### config.mk
export PLATFORM = sky130hd
export DESIGN_NAME = jdp_debug_port
export DESIGN_NICKNAME = d
export VERILOG_FILES = /design/src/rtl/jdp_pkg.sv /design/src/rtl/jdp_debug_port.sv
export SDC_FILE = /design/constraint.sdc
export NUM_CORES = 1
export LEC_CHECK = 0
export BUFFER_PORTS_ARGS = -buffer_cell sky130_fd_sc_hd__buf_2
export CAP_MARGIN = 10
export CORE_ASPECT_RATIO = 2
export CORE_MARGIN = 10
export CORE_UTILIZATION = 45
export DETAILED_ROUTE_END_ITERATION = 8
export PLACE_DENSITY_LB_ADDON = 0.08
export SYNTH_ARGS = -nofsm -noshare
export SYNTH_HDL_FRONTEND = slang
export SYNTH_SLANG_ARGS = --single-unit
### constraint.sdc
create_clock -name clk -period 1.65 [get_ports clk]
set_input_delay 0.33 -clock clk [delete_from_list [all_inputs] [get_ports clk]]
set_output_delay 0.33 -clock clk [all_outputs]
set_load 0.02 [all_outputs]
### src/rtl/jdp_pkg.sv
package jdp_pkg;

  // Tap controller states, sixteen of them
  typedef enum logic [3:0] {
    TEST_LOGIC_RESET, RUN_TEST_IDLE, SELECT_DR, CAPTURE_DR, SHIFT_DR, EXIT1_DR,
    PAUSE_DR, EXIT2_DR, UPDATE_DR, SELECT_IR, CAPTURE_IR, SHIFT_IR, EXIT1_IR,
    PAUSE_IR, EXIT2_IR, UPDATE_IR
  } jdp_tap_t;

  // Instruction register width
  localparam int IR_WIDTH = 4;
  // Debug-event acknowledge length in core clock cycles
  localparam logic [1:0] ACK_CYCLES = 2'h3;
  // Reset value of the instruction register
  localparam logic [IR_WIDTH-1:0] IR_RESET = 4'hF;
  // Instruction that selects the debug unit data path
  localparam logic [IR_WIDTH-1:0] IR_DEBUG = 4'h8;
  // Value captured into the instruction register
  localparam logic [IR_WIDTH-1:0] IR_CAPTURE = 4'h1;
  // Width of the debug-unit command register
  localparam int CMD_WIDTH = 8;

  // Synchronised pin samples
  typedef struct packed {
    logic [1:0] tck;
    logic [1:0] tms;
    logic [1:0] tdi;
    logic [1:0] trst;
    logic [1:0] evt;
  } jdp_sync_t;

  // Whole module state
  typedef struct packed {
    jdp_sync_t sync;
    logic tckLast;
    logic tmsSmp;
    logic tdiSmp;
    jdp_tap_t tap;
    logic [IR_WIDTH-1:0] irShift;
    logic [IR_WIDTH-1:0] irReg;
    logic [CMD_WIDTH-1:0] drShift;
    logic [CMD_WIDTH-1:0] cmdReg;
    logic bypassBit;
    logic tdoOut;
    logic tdoEn;
    logic debugMode;
    logic debugReq;
    logic cmdValid;
    logic [1:0] ackCnt;
    logic evtDriveLow;
  } jdp_state_t;

endpackage

### src/rtl/jdp_debug_port.sv
// What this block does
// RQ1: Sample test data in on test clock rise
// RQ2: Sample mode select on rise, advance controller
// RQ3: Drive test data out only in shift states
// RQ4: Change test data out on falling edges only
// RQ5: Test reset initialises controller without clock edge
// RQ6: Tester holds test reset through power-up
// RQ7: Event request: finish, save, enter debug, await
// RQ8: Event line driven open-drain as acknowledge
// RQ9: Acknowledge debug entry for exactly three cycles
// RQ10: Event line goes straight to debug unit
// RQ11: Other debug functions reached through test port
// RQ12: Standard sixteen-state controller, reset on test reset
`timescale 1ns/10ps
`default_nettype none

module jdp_debug_port (
  // Core clock and reset
  input wire logic clk,
  input wire logic rstn,
  // Test access port pins
  input wire logic tck,
  input wire logic tms,
  input wire logic tdi,
  input wire logic trstn,
  output logic tdoOut,
  output logic tdoEn,
  // Debug-event open-drain pin
  input wire logic debugEventIn,
  output logic debugEventOut,
  output logic debugEventEn,
  // Core side
  input wire logic instrDone,
  input wire logic breakpointHit,
  input wire logic debugExit,
  output logic debugMode,
  output logic savePipeline,
  output logic cmdValid,
  output logic [jdp_pkg::CMD_WIDTH-1:0] cmdData
);

  ////////////////////////////////////////////////////////////////////////////
  // State registers
  jdp_pkg::jdp_state_t st_ff; // Registered state
  jdp_pkg::jdp_state_t nxt_st; // Next state
  logic savePulse_ff; // Pipeline save strobe
  logic nxt_savePulse; // Next save strobe

  // Decoded pin events
  logic tckRise; // Test clock rising edge
  logic tckFall; // Test clock falling edge
  logic trstLow; // Synchronised test reset active
  logic evtLow; // Synchronised event line low
  logic shifting; // Controller in a shift state

  ////////////////////////////////////////////////////////////////////////////
  // Next-state logic
  always_comb begin
    nxt_st = st_ff;
    nxt_savePulse = 1'b0;
    // Two-stage synchronisers; logic reads stage 2 only
    nxt_st.sync.tck = {st_ff.sync.tck[0], tck};
    nxt_st.sync.tms = {st_ff.sync.tms[0], tms};
    nxt_st.sync.tdi = {st_ff.sync.tdi[0], tdi};
    nxt_st.sync.trst = {st_ff.sync.trst[0], ~trstn};
    nxt_st.sync.evt = {st_ff.sync.evt[0], debugEventIn};
    nxt_st.tckLast = st_ff.sync.tck[1];
    tckRise = st_ff.sync.tck[1] & ~st_ff.tckLast;
    tckFall = ~st_ff.sync.tck[1] & st_ff.tckLast;
    trstLow = st_ff.sync.trst[1];
    evtLow = ~st_ff.sync.evt[1] & ~st_ff.evtDriveLow;
    shifting = (st_ff.tap == jdp_pkg::SHIFT_DR) || (st_ff.tap == jdp_pkg::SHIFT_IR);
    nxt_st.cmdValid = 1'b0;

    // Rising edge: sample pins and step the controller
    if (tckRise) begin
      nxt_st.tmsSmp = st_ff.sync.tms[1]; // [RQ2]
      nxt_st.tdiSmp = st_ff.sync.tdi[1]; // [RQ1]
      case (st_ff.tap)
        jdp_pkg::TEST_LOGIC_RESET: begin
          nxt_st.tap = st_ff.sync.tms[1] ? jdp_pkg::TEST_LOGIC_RESET : jdp_pkg::RUN_TEST_IDLE; // [RQ12]
        end
        jdp_pkg::RUN_TEST_IDLE: begin
          nxt_st.tap = st_ff.sync.tms[1] ? jdp_pkg::SELECT_DR : jdp_pkg::RUN_TEST_IDLE;
        end
        jdp_pkg::SELECT_DR: begin
          nxt_st.tap = st_ff.sync.tms[1] ? jdp_pkg::SELECT_IR : jdp_pkg::CAPTURE_DR;
        end
        jdp_pkg::CAPTURE_DR: begin
          nxt_st.tap = st_ff.sync.tms[1] ? jdp_pkg::EXIT1_DR : jdp_pkg::SHIFT_DR;
          nxt_st.drShift = st_ff.cmdReg;
          nxt_st.bypassBit = 1'b0;
        end
        jdp_pkg::SHIFT_DR: begin
          nxt_st.tap = st_ff.sync.tms[1] ? jdp_pkg::EXIT1_DR : jdp_pkg::SHIFT_DR;
          nxt_st.drShift = {st_ff.sync.tdi[1], st_ff.drShift[jdp_pkg::CMD_WIDTH-1:1]}; // [RQ1]
          nxt_st.bypassBit = st_ff.sync.tdi[1]; // [RQ1]
        end
        jdp_pkg::EXIT1_DR: begin
          nxt_st.tap = st_ff.sync.tms[1] ? jdp_pkg::UPDATE_DR : jdp_pkg::PAUSE_DR;
        end
        jdp_pkg::PAUSE_DR: begin
          nxt_st.tap = st_ff.sync.tms[1] ? jdp_pkg::EXIT2_DR : jdp_pkg::PAUSE_DR;
        end
        jdp_pkg::EXIT2_DR: begin
          nxt_st.tap = st_ff.sync.tms[1] ? jdp_pkg::UPDATE_DR : jdp_pkg::SHIFT_DR;
        end
        jdp_pkg::UPDATE_DR: begin
          nxt_st.tap = st_ff.sync.tms[1] ? jdp_pkg::SELECT_DR : jdp_pkg::RUN_TEST_IDLE;
          // Debug commands arrive through the test port
          if (st_ff.irReg == jdp_pkg::IR_DEBUG) begin
            nxt_st.cmdReg = st_ff.drShift; // [RQ11]
            nxt_st.cmdValid = st_ff.debugMode; // [RQ7]
          end
        end
        jdp_pkg::SELECT_IR: begin
          nxt_st.tap = st_ff.sync.tms[1] ? jdp_pkg::TEST_LOGIC_RESET : jdp_pkg::CAPTURE_IR;
        end
        jdp_pkg::CAPTURE_IR: begin
          nxt_st.tap = st_ff.sync.tms[1] ? jdp_pkg::EXIT1_IR : jdp_pkg::SHIFT_IR;
          nxt_st.irShift = jdp_pkg::IR_CAPTURE;
        end
        jdp_pkg::SHIFT_IR: begin
          nxt_st.tap = st_ff.sync.tms[1] ? jdp_pkg::EXIT1_IR : jdp_pkg::SHIFT_IR;
          nxt_st.irShift = {st_ff.sync.tdi[1], st_ff.irShift[jdp_pkg::IR_WIDTH-1:1]}; // [RQ1]
        end
        jdp_pkg::EXIT1_IR: begin
          nxt_st.tap = st_ff.sync.tms[1] ? jdp_pkg::UPDATE_IR : jdp_pkg::PAUSE_IR;
        end
        jdp_pkg::PAUSE_IR: begin
          nxt_st.tap = st_ff.sync.tms[1] ? jdp_pkg::EXIT2_IR : jdp_pkg::PAUSE_IR;
        end
        jdp_pkg::EXIT2_IR: begin
          nxt_st.tap = st_ff.sync.tms[1] ? jdp_pkg::UPDATE_IR : jdp_pkg::SHIFT_IR;
        end
        jdp_pkg::UPDATE_IR: begin
          nxt_st.tap = st_ff.sync.tms[1] ? jdp_pkg::SELECT_DR : jdp_pkg::RUN_TEST_IDLE;
          nxt_st.irReg = st_ff.irShift;
        end
        default: begin
          nxt_st.tap = jdp_pkg::TEST_LOGIC_RESET;
        end
      endcase
      if (st_ff.tap == jdp_pkg::TEST_LOGIC_RESET) begin
        nxt_st.irReg = jdp_pkg::IR_RESET;
      end
    end

    // Falling edge: update test data out and its enable
    if (tckFall) begin
      nxt_st.tdoEn = shifting; // [RQ3]
      if (st_ff.tap == jdp_pkg::SHIFT_IR) begin
        nxt_st.tdoOut = st_ff.irShift[0]; // [RQ4]
      end else if (st_ff.irReg == jdp_pkg::IR_DEBUG) begin
        nxt_st.tdoOut = st_ff.drShift[0]; // [RQ4]
      end else begin
        nxt_st.tdoOut = st_ff.bypassBit; // [RQ4]
      end
    end

    // Event line request straight into the debug unit
    if (evtLow && !st_ff.debugMode) begin
      nxt_st.debugReq = 1'b1; // [RQ10]
    end
    // Entry at instruction boundary, or on breakpoint
    if (!st_ff.debugMode && ((st_ff.debugReq && instrDone) || breakpointHit)) begin
      nxt_st.debugMode = 1'b1; // [RQ7]
      nxt_st.debugReq = 1'b0;
      nxt_savePulse = 1'b1; // [RQ7]
      nxt_st.ackCnt = jdp_pkg::ACK_CYCLES; // [RQ9]
      nxt_st.evtDriveLow = 1'b1; // [RQ8]
    end else if (st_ff.ackCnt != 2'h0) begin
      nxt_st.ackCnt = st_ff.ackCnt - 2'h1;
      nxt_st.evtDriveLow = (st_ff.ackCnt != 2'h1); // [RQ9]
    end
    // Core leaves debug mode
    if (st_ff.debugMode && debugExit) begin
      nxt_st.debugMode = 1'b0;
    end

    // Test reset forces the controller, no clock edge needed
    if (trstLow) begin
      nxt_st.tap = jdp_pkg::TEST_LOGIC_RESET; // [RQ5] [RQ12]
      nxt_st.irReg = jdp_pkg::IR_RESET;
      nxt_st.tdoEn = 1'b0; // [RQ3]
    end
  end

  ////////////////////////////////////////////////////////////////////////////
  // State register
  always_ff @(posedge clk) begin
    if (!rstn) begin
      st_ff <= '0;
      st_ff.irReg <= jdp_pkg::IR_RESET;
      st_ff.tap <= jdp_pkg::TEST_LOGIC_RESET;
      st_ff.sync.tck <= 2'h0;
      st_ff.sync.evt <= 2'h3;
      savePulse_ff <= 1'b0;
    end else begin
      st_ff <= nxt_st;
      savePulse_ff <= nxt_savePulse;
    end
  end

  ////////////////////////////////////////////////////////////////////////////
  // Outputs, all from flip-flops except debugEventOut, which is tied to constant 0
  assign tdoOut = st_ff.tdoOut;
  assign tdoEn = st_ff.tdoEn;
  assign debugEventOut = 1'b0; // Open drain: only pulls low
  assign debugEventEn = st_ff.evtDriveLow; // [RQ8]
  assign debugMode = st_ff.debugMode;
  assign savePipeline = savePulse_ff;
  assign cmdValid = st_ff.cmdValid;
  assign cmdData = st_ff.cmdReg;

endmodule

`default_nettype wire

---- Word-level counts from Yosys, hierarchy flattened ----
Cells that the tools add are included.
operators by class
  $add $sub $neg .......................... 1
  bitwise logic cells ..................... 9
  reductions and logical operators ........ 24
  muxes and demuxes ....................... 23
  equality and inequality tests ........... 17
operators by type and width
  cell                                           count
  one-hot mux 4 bit (12 select lines)            1
  == test 4 bit, second input constant           9
  two-way mux 4 bit                              6
  == test 4 x 3 -> 1 bit, second input constant  4
  one-hot mux 8 bit (2 select lines)             1
  two-way mux 3 bit                              4
  nonzero test 2 bit                             5
  OR reduction 2 bit                             5
  == test 4 x 2 -> 1 bit, second input constant  2
  one-hot mux 4 bit (2 select lines)             1
  two-way mux 1 bit                              6
  two-way mux 2 bit                              3
  inverter 1 bit                                 6
  AND reduction 2 bit                            3
  == test 4 x 1 -> 1 bit, second input constant  1
  logical AND 1 bit                              4
  zero test 4 bit                                1
  AND reduction 4 bit                            1
  AND 1 bit                                      3
  AND reduction 3 bit                            1
  OR reduction 3 bit                             1
  logical OR 1 bit                               2
  != test 2 x 1 -> 1 bit, second input constant  1
  one-hot mux 1 bit (2 select lines)             1
  other kinds (2)                                2
storage, ports and cells
  word-level logic and storage cells ...... 94
  bits in registers ....................... 49
  bits of input ports ..................... 10
  output and inout port bits .............. 15

---- Depth between registers and ports, before layout ----
Gate-level depths: netlist (run 1).
  word-level depth ........................ 4
  depth in mapped cells ................... 6
  gate-level depth less buffers ........... 4

---- Least setup slack after synthesis (run 1) ----
Ideal clock, no wire load.
  path type ............................... register to register
  start ................................... register st_ff[34] in the netlist's numbering
  end ..................................... register st_ff[21] in the netlist's numbering
  slack ................................... 186 ps
  stages on the path, launching flop included .. 6
  arrival ................................. 1348 ps
  buffers on the path ..................... 1
  cells stage by stage .................... dfxtp_1 or3b_4 a211oi_4 buf_6 nand2_1 o211a_1
on the way
  cells in the longest elaborated chain, start to end .. 3
  elaborated cells between the ends (all ways) .. 5
  classes of those cells .................. eq/ne (2); mux (1); reduce/logical (2)
RTL lines
  item                                                              line                   source
  start, declared                                                   jdp_debug_port.sv:44   jdp_pkg::jdp_state_t st_ff;
  start signal, assigned                                            jdp_debug_port.sv:200  st_ff <= nxt_st;
  == test 4 x 3 -> 1 bit or == test 4 x 2 -> 1 bit (tied branches)  jdp_debug_port.sv:79   case (st_ff.tap)
  nonzero test 2 bit (no line)                                      n/a
  AND reduction 2 bit (no line)                                     n/a
Parallel ways exist; a longest one is shown, timed or not.
A chain may end at the register's enable or synchronous reset.

---- Final worst setup path (run 1) ----
  start ................................... register st_ff[33] in the netlist's numbering
  end ..................................... register st_ff[24] in the netlist's numbering
The elaborated chain is that of the path after synthesis.

==> results of run 1 <==
## cell usage after synthesis, drive strengths merged, types with 2 or more instances
library cell,count
a31oi,3
nand3,7
nor3,5
nor2,8
buf,19
nor4b,4
o21a,5
clkbuf,6
o211ai,2
nand3b,2
nor2b,14
xnor2,3
ha,2
nand2b,12
inv,5
a221oi,2
dfxtp,49
and2,9
nand2,15
o22ai,4
mux2i,18
o211a,8
a21boi,5
a21oi,6
o21ai,5
## through the flow
stage / area, sq um / hold slack (ns) / utilization
floorplan: 2212 / 0.3863 / -
global placement: 2437 / 0.3887 / 0.5057
detailed placement: 2437 / 0.4001 / 0.5057
CTS: 2524 / 0.1813 / 0.5236
global route: 2532 / 0.1765 / 0.5254
finish: 2532 / 0.1905 / 0.5254
## power by group through the flow
stage | clock, W | sequential [W] | combinational (W)
after global routing | 0.000769 | 0.00124 | 0.000194
after floorplan | 0 | 0.00126 | 0.000119
after global placement | 0 | 0.00126 | 0.000172
final | 0.000692 | 0.00123 | 0.000173
after CTS | 0.000722 | 0.00123 | 0.000176
after detailed placement | 0 | 0.00126 | 0.000175
## layout make-up
type | count | area, sq um
Clock buffer | 7 | 86.33
Fill cell | 463 | 2287
Inverter | 5 | 18.77
Multi-Input combinational cell | 152 | 1080
Sequential cell | 49 | 980.9
Tap cell | 57 | 71.32
Timing Repair Buffer | 42 | 295.3
## cell usage in the layout, fill, tap and decap left out, types with 2 or more instances in the layout
| cell type | n |
|---|---|
| nand3b_1 | 2 |
| ha_1 | 2 |
| o211ai_1 | 2 |
| o21ai_0 | 5 |
| nor2b_1 | 14 |
| a21oi_1 | 5 |
| xnor2_1 | 3 |
| nor3_1 | 4 |
| nor4b_1 | 2 |
| a31oi_1 | 3 |
| dfxtp_1 | 49 |
| buf_12 | 3 |
| and2_1 | 9 |
| buf_2 | 23 |
| o22ai_1 | 4 |
| buf_4 | 16 |
| a221oi_1 | 2 |
| nor2_1 | 8 |
| nand2b_1 | 12 |
| nand3_1 | 7 |
| a21boi_0 | 4 |
| nand2_1 | 15 |
| o211a_1 | 8 |
| o21a_1 | 5 |
| mux2i_1 | 18 |
| inv_1 | 5 |
| clkbuf_8 | 6 |
## registers in the layout (all words and copies together), names as in the netlist
register and flops:
tdoOut 1, nxt_st 6, savePipeline 1, cmdData 8, st_ff 29, debugMode 1
tdoEn 1, cmdValid 1, debugEventEn 1
## worst max-delay path, stage by stage, from the launching register on
cell and delay [ns]:
dfxtp_1 0.36, or3b_4 0.42, a211oi_4 0.26, buf_12 0.17
mux2i_1 0.17, a21boi_1 0.07
## path summary, 6_finish.rpt
| kind | end | slack, ns | depth (start not counted) |
|---|---|---|---|
| worst max-delay path | st_ff[24]$_SDFFE_PN0P_ | 0.09 | 5 |
| worst min-delay path | nxt_st[43]$_SDFF_PN0_ | 0.19 | 2 |
| worst max register to register | st_ff[24]$_SDFFE_PN0P_ | 0.09 | 5 |
| worst min register to register | st_ff[41]$_SDFF_PN1_ | 0.42 | 1 |
## routing by layer
layer	wire, um	vias up	share of wire	global-route usage
met3	119	6	0.027	0.02577
met5	0	-	0	0
li1	-	838	-	-
met4	74	0	0.017	0.06329
met1	1841	754	0.41	0.1088
met2	2446	25	0.55	0.2011
## cells by family (layout without fill, tap and decap cells)
family / Yosys count / in the layout
muxes: 19 / 19
other: 1 / 1
AOI/OAI and AO/OA: 45 / 45
adders and majority gates: 2 / 2
and+or+nand+nor: 82 / 82
buffers and inverters: 30 / 54
xor gates and xnor gates: 3 / 3
DFF: 49 / 49
## repair_timing
action                                 CTS  global route
setup endpoints to repair                0             4
gates resized for setup                  0             1
setup buffers                            0             0
endpoints found under the hold margin    0             0
hold buffers                             0             0
==> results_dict.tcl, run 1 <==
set metrics [dict create \
    status "finished, final reports clean" \
    dp_hpwl_um 3334 \
    yosysUniqueCellTypes 45 \
    worstPathMaxFanout 16 \
    hp-class "in -> reg" \
    clk_latency_ns 0.29 \
    synth_edf_count 0 \
    min_period_ns 1.559 \
    pwr_density_cell_nw_per_um2 828.1 \
    clk_transition_reported_paths_ns 0.08 \
    synth_area_leader_cell "dfxtp_1" \
    final_cells 312 \
    grt_max_degree 41 \
    maxSlewViolCount 0 \
    grt_pass1_vias 1638 \
    synth_top_family_by_area "simple AND/OR/NAND/NOR gates" \
    p_switching_w 0.0004707 \
    netlist_area_sq_um 2212 \
    cp.arrival_ns 1.75 \
    drive_gt1_frac 0.2196 \
    routedWlPerCell_um 14.36 \
    p_sw_frac 0.2245 \
    die_h_um 119.2 \
    vias 1623 \
    area_delta_synth_final_pct 14.48 \
    syn_area_per_cell_sq_um 9.576 \
    start_kind "flop" \
    cts_tree "done" \
    power.internal_w 0.001626 \
    final.setup.tns_ns 0 \
    setup_slack_ns 0.09053 \
    diodes 0 \
    irDropWorstVdd_v 0.0006243 \
    viasPerCell 5.202 \
    crit_start "st_ff[33]$_SDFFE_PP0P_" \
    cts_inserted_buffers 5 \
    ys_async_sr_fraction 0 \
    pin_count 25 \
    grt_pass1_wl_um 7603 \
    layout.nets 267 \
    start_util 0.4590 \
    grt_overflow 0 \
    rsz0062_at_grt "no" \
    netlist.area_leader.share 0.4434 \
    rows 36 \
    drv_cap 0 \
    dp_cells 305 \
    grt_usage 0.1100 \
    dieArea_sq_um 8290 \
    r2r_start "st_ff[33]$_SDFFE_PP0P_" \
    synthAdderAreaFrac 0.01131 \
    synthMuxAreaShare 0.08654 \
    drc_errors 0 \
    drt_pass1_iterations 4 \
    synth-xor-area-share 0.01188 \
    clockRootBuffer "clkbuf_8" \
    clock_sinks 49 \
    synth.area.top_cells "dfxtp_1 44%, mux2i_1 8.1%, nor2b_1 4.0%, o211a_1 3.6%, buf_4 3.4%" \
    hp-start "trstn" \
    skew_ns 0.004532 \
    ant_nets 0 \
    fin_crit_sh 0.9451 \
    antenna_found_initial 0 \
    end_kind "flop" \
    yosys_warnings 0 \
    port-buffer-count 23 \
    ys.flop_type "dfxtp_1" \
    synthesis.nets 243 \
    synth-seq-cells 49 \
    netlist_instances 231 \
    finalPower_w 0.002097 \
    timing.fmax_ghz 0.6412 \
    dp_slack_ns 0.09696 \
    synth_compound_area_frac 0.1555 \
    core_area_sq_um 4820 \
    htreeDepth 2 \
    gp_congestion 0.8800 \
    synthSimpleGateAreaFrac 0.2144 \
    die_x_um 69.58 \
    hold_viol_final 0 \
    pwr-share-comb 0.083 \
    wirelength_um 4481 \
    seqPwrFrac 0.588 \
    drt_iter0_drc 166 \
    crit_type "reg -> reg" \
    max-clock-path-buffers 2 \
    clock_power_share 0.330 \
    p_leak_nw 1.036 \
    worstPathRequired_ns 1.84 \
    setup_viol 0 \
    ys_seq_area_frac 0.4434 \
]
No activity file was read; power rests on OpenSTA's default activity.
==> run 2: changes to the inputs <==
--- a/config.mk
+++ b/config.mk
@@ -5,12 +5,12 @@
 export SDC_FILE = /design/constraint.sdc
 export NUM_CORES = 1
 export LEC_CHECK = 0
-export BUFFER_PORTS_ARGS = -buffer_cell sky130_fd_sc_hd__buf_2
 export CAP_MARGIN = 10
 export CORE_ASPECT_RATIO = 2
 export CORE_MARGIN = 10
 export CORE_UTILIZATION = 45
 export DETAILED_ROUTE_END_ITERATION = 8
+export DONT_BUFFER_PORTS = 1
 export PLACE_DENSITY_LB_ADDON = 0.08
 export SYNTH_ARGS = -nofsm -noshare
 export SYNTH_HDL_FRONTEND = slang
==> run 2 against run 1 <==
Clock skew down 0.00060 ns; largest power group unchanged; count of clock-buffer cells in the layout down 1; cell count shrank 8.3%; setup slack worse by 0.015 ns; largest cell class unchanged; routed wire length up 7.4%; power rose by 8.5%; flip-flop and latch count did not move.
==> results_dict.tcl, run 2 (synthesis results as in run 1) <==
set metrics [dict create \
    hp-class "in -> reg" \
    routedWlPerCell_um 16.83 \
    p_leak_nw 0.9180 \
    final.setup.tns_ns 0 \
    whs_ns 0.07882 \
    layout.nets 240 \
    dp_slack_ns 0.05235 \
    final_cell_mix "47 x dfxtp_1, 18 x mux2i_1, 15 x nand2_1" \
    port-buffer-count 0 \
    drt_pass1_iterations 4 \
    nFillCells 459 \
    largest_register_ffs 29 \
    maxSlewViolCount 0 \
    cts_tree "done" \
    htreeDepth 2 \
    setup_slack_ns 0.07590 \
    rsz0062_at_grt "no" \
    rows 36 \
    pin_count 25 \
    viasPerCell 5.542 \
    die_h_um 119.2 \
    min_period_ns 1.574 \
    fin_crit_sh 0.9540 \
    r2r_slack_ns 0.08 \
    wl_met1_um 1678 \
    top_layer_used "met4" \
    worstPathMaxFanout 16 \
    final_area_sq_um 2420 \
    clk_transition_reported_paths_ns 0.09 \
    drive_gt1_frac 0.1485 \
    final_common_cell "dfxtp_1" \
    drt_iter0_drc 65 \
    dp_cells 278 \
    ant_nets 0 \
    start_util 0.4590 \
    crit_start "st_ff[33]$_SDFFE_PP0P_" \
    area_delta_synth_final_pct 9.389 \
    ctsHoldBuffers 0 \
    status "finished, final reports clean" \
    pwr_density_cell_nw_per_um2 940.5 \
    core_area_sq_um 4820 \
    grt_usage 0.1152 \
    grt_overflow 0 \
    setup_viol 0 \
    end_kind "flop" \
    post_dp_cell_area_sq_um 2267 \
    grt_max_degree 44 \
    wl_met2_um 2770 \
    clk_latency_ns 0.30 \
    worstPathRequired_ns 1.90 \
    dieArea_sq_um 8290 \
    cp.arrival_ns 1.83 \
    drc_errors 0 \
    timing.fmax_ghz 0.6353 \
    r2r_start "st_ff[33]$_SDFFE_PP0P_" \
    gp_congestion 0.8624 \
    grt_pass1_wl_um 7824 \
    clock_sinks 49 \
    wl_met3_um 206 \
    crit_type "reg -> reg" \
    irDropWorstVdd_v 0.0007722 \
    dp_hpwl_um 3598 \
    hp-start "trstn" \
    wirelength_um 4813 \
    regMostFlops "st_ff" \
    grt_pass1_vias 1601 \
    drv_cap 0 \
    antenna_found_initial 0 \
    skew_ns 0.003935 \
    clockRootBuffer "clkbuf_8" \
    cts_inserted_buffers 5 \
    final_cells 286 \
    max-clock-path-buffers 2 \
    diodes 0 \
    start_kind "flop" \
    die_x_um 69.58 \
    hold_viol_final 0 \
    vias 1585 \
]
## run 2: cell count changes in the layout (fill, tap and decap cells not counted), sizes merged
cell | before | now
bufinv | 0 | 1
clkbuf | 7 | 6
buf | 42 | 15
clkinvlp | 0 | 1
## run 2: where the power goes
part           leakage [nW]  internal (W)  switching (W)
Sequential            0.400       0.00121      0.0000326
Combinational         0.461     0.0000672      0.0000667
Clock                0.0574      0.000493       0.000403
## run 2: path summary, 6_finish.rpt
| kind | endpoint | cells past startpoint |
|---|---|---|
| worst min register to register | st_ff[41]$_SDFF_PN1_ | 1 |
| worst min-delay path | nxt_st[43]$_SDFF_PN0_ | 1 |
| worst max register to register | st_ff[26]$_SDFFE_PP1P_ | 5 |
| worst max-delay path | st_ff[26]$_SDFFE_PP1P_ | 5 |
## run 2: what timing repair did
action                                  CTS  global route
gates resized for setup                   0             7
buffers inserted                          0             0
endpoints found under the setup margin    0            21
hold endpoints to repair                  0             0
## run 2: through the flow
| step | power, W | utilization |
|---|---|---|
| after floorplan | 0.001382 | - |
| after global placement | 0.001393 | 0.4704 |
| after detailed placement | 0.001405 | 0.4704 |
| after CTS | 0.002307 | 0.4953 |
| after global routing | 0.002374 | 0.5021 |
| final | 0.002276 | 0.5021 |
## run 2: worst max-delay path, cell delays in order, from the launching register on
cell	delay [ns]
dfxtp_2	0.37
buf_6	0.16
or4_1	0.58
a21oi_4	0.22
o22ai_1	0.12
nand2_1	0.07
## run 2: layout make-up
| cell class | instances | area (sq um) | share of cell area |
|---|---|---|---|
| multi-input cells | 152 | 1094 | 0.4519 |
| flip-flops and latches | 49 | 983.4 | 0.4064 |
| repair buffers | 15 | 132.6 | 0.05481 |
| clock buffers | 6 | 82.58 | 0.03413 |
| well taps | 57 | 71.32 | 0.02947 |
| clock inverters | 2 | 37.54 | 0.01551 |
| inverters | 5 | 18.77 | 0.007756 |
## run 2: layer usage
layer,vias up,global-route usage
li1,785,-
met1,754,0.1006
met2,32,0.2207
met3,14,0.03408
met4,0,0.06835
met5,-,0
==> run 3: changes to the inputs <==
--- a/config.mk
+++ b/config.mk
@@ -12,6 +12,7 @@
 export DETAILED_ROUTE_END_ITERATION = 8
 export DONT_BUFFER_PORTS = 1
 export PLACE_DENSITY_LB_ADDON = 0.08
+export RECOVER_POWER = 100
 export SYNTH_ARGS = -nofsm -noshare
 export SYNTH_HDL_FRONTEND = slang
 export SYNTH_SLANG_ARGS = --single-unit
==> run 3 against run 2 <==
First-iteration DRC count stayed put; cell count stayed put; fmax hardly changed; setup slack hardly changed; cell area stayed put; via count stayed put; sequential share of layout area stayed put; power hardly changed; global-route usage stayed put; largest power group unchanged; die area stayed put; core utilization stayed put.
==> results_dict.tcl, run 3 (synthesis results as in run 1) <==
set metrics [dict create \
    clk_transition_reported_paths_ns 0.09 \
    end_kind "flop" \
    drt_pass1_iterations 4 \
    dp_cells 278 \
    vias 1585 \
    irDropWorstVdd_v 0.0007721 \
    grt_pass1_vias 1601 \
    regMostFlops "st_ff" \
    skew_ns 0.004647 \
    final_cell_mix "47 x dfxtp_1, 18 x mux2i_1, 15 x nand2_1" \
    final.setup.tns_ns 0 \
    status "finished, final reports clean" \
    layout.nets 240 \
    grt_overflow 0 \
    hp-class "in -> reg" \
    dp_hpwl_um 3598 \
    port-buffer-count 0 \
    path_cells "buf_6, or4_1, a21oi_4, o22ai_1, nand2_1" \
    ant_nets 0 \
    crit_type "reg -> reg" \
    start_util 0.4590 \
    max-clock-path-buffers 2 \
    cp.arrival_ns 1.83 \
    rows 36 \
    setup_viol 0 \
    drive_gt1_frac 0.1485 \
    timing.fmax_ghz 0.6353 \
    antenna_found_initial 0 \
    rsz0062_at_grt "no" \
    diodes 0 \
    viasPerCell 5.542 \
    cts_tree "done" \
    critical-path-top-delay-family "simple AND/OR/NAND/NOR gates" \
    top_layer_used "met4" \
    whs_ns 0.07755 \
    final_cells 286 \
    ctsHoldBuffers 0 \
    routedWlPerCell_um 16.84 \
    final_common_cell "dfxtp_1" \
    start_kind "flop" \
    grt_max_degree 44 \
    die_h_um 119.2 \
    core_area_sq_um 4820 \
    cp_slowest_cell "or4_1" \
    die_x_um 69.58 \
    clock_sinks 49 \
    grt_usage 0.1152 \
    cp_num_buf_inv 1 \
    htreeDepth 2 \
    wl_met2_um 2757 \
    worstPathMaxFanout 16 \
    wirelength_um 4817 \
    area_delta_synth_final_pct 9.389 \
    wl_met3_um 224 \
    hold_viol_final 0 \
    maxSlewViolCount 0 \
    clockRootBuffer "clkbuf_8" \
    p_leak_nw 0.9163 \
    post_cts_buffers 0 \
    pwr_density_cell_nw_per_um2 940.7 \
    gp_congestion 0.8624 \
    dieArea_sq_um 8290 \
    drc_errors 0 \
    wl_met1_um 1677 \
    fin_crit_sh 0.9540 \
    drv_cap 0 \
    drt_iter0_drc 65 \
    pin_count 25 \
    clk_latency_ns 0.31 \
    largest_register_ffs 29 \
    max_stage_delay_ns 0.58 \
    cts_inserted_buffers 5 \
    worstPathRequired_ns 1.90 \
    min_period_ns 1.574 \
    grt_pass1_wl_um 7824 \
]
-- run 3: area by class of cell --
cell class	count	area, sq um
Tap cell	57	71.32
Multi-Input combinational cell	152	1094
Clock inverter	2	37.54
Fill cell	459	2400
Sequential cell	49	983.4
Timing Repair Buffer	15	132.6
Inverter	5	18.77
Clock buffer	6	82.58
-- run 3: routing by layer --
metal | up-vias | track usage
met3 | 14 | 0.03408
li1 | 785 | -
met5 | - | 0
met4 | 0 | 0.06835
met2 | 37 | 0.2207
met1 | 749 | 0.1006
-- run 3: repair_timing --
action                     CTS  global route
hold endpoints to repair     0             0
gates resized for setup      0             7
setup endpoints to repair    0            21
-- run 3: where the power goes --
| part | switching, W | internal [W] | leakage (nW) | total (W) |
|---|---|---|---|---|
| Clock | 0.000404 | 0.000493 | 0.0574 | 0.000897 |
| Combinational | 0.0000666 | 0.0000671 | 0.459 | 0.000134 |
| Sequential | 0.0000326 | 0.00121 | 0.400 | 0.00125 |
| Total | 0.000503 | 0.00177 | 0.916 | 0.00228 |
-- run 3: final timing paths --
check | from | to | slack, ns | cells after the start
max | st_ff[33]$_SDFFE_PP0P_ | st_ff[26]$_SDFFE_PP1P_ | 0.08 | 5
max reg2reg | st_ff[33]$_SDFFE_PP0P_ | st_ff[26]$_SDFFE_PP1P_ | 0.08 | 5
min reg2reg | nxt_st[41]$_SDFF_PN1_ | st_ff[41]$_SDFF_PN1_ | 0.42 | 1
min | trstn | nxt_st[43]$_SDFF_PN0_ | 0.08 | 1
-- run 3: worst register-to-register path, cell delays in order, from the launching register on --
cell and delay, ns:
dfxtp_2 0.37, buf_6 0.16, or4_1 0.58, a21oi_4 0.22
o22ai_1 0.12, nand2_1 0.07
-- run 3: through the flow --
step           power, W  worst slack, ns  area [sq um]    util
6_report       0.002276          0.07590          2420  0.5021
5_1_grt        0.002374        0.0002476          2420  0.5021
4_1_cts        0.002307          0.02583          2387  0.4953
3_5_place_dp   0.001405          0.05235          2267  0.4704
3_3_place_gp   0.001393          0.03626          2267  0.4704
2_1_floorplan  0.001382           0.1860          2212       -
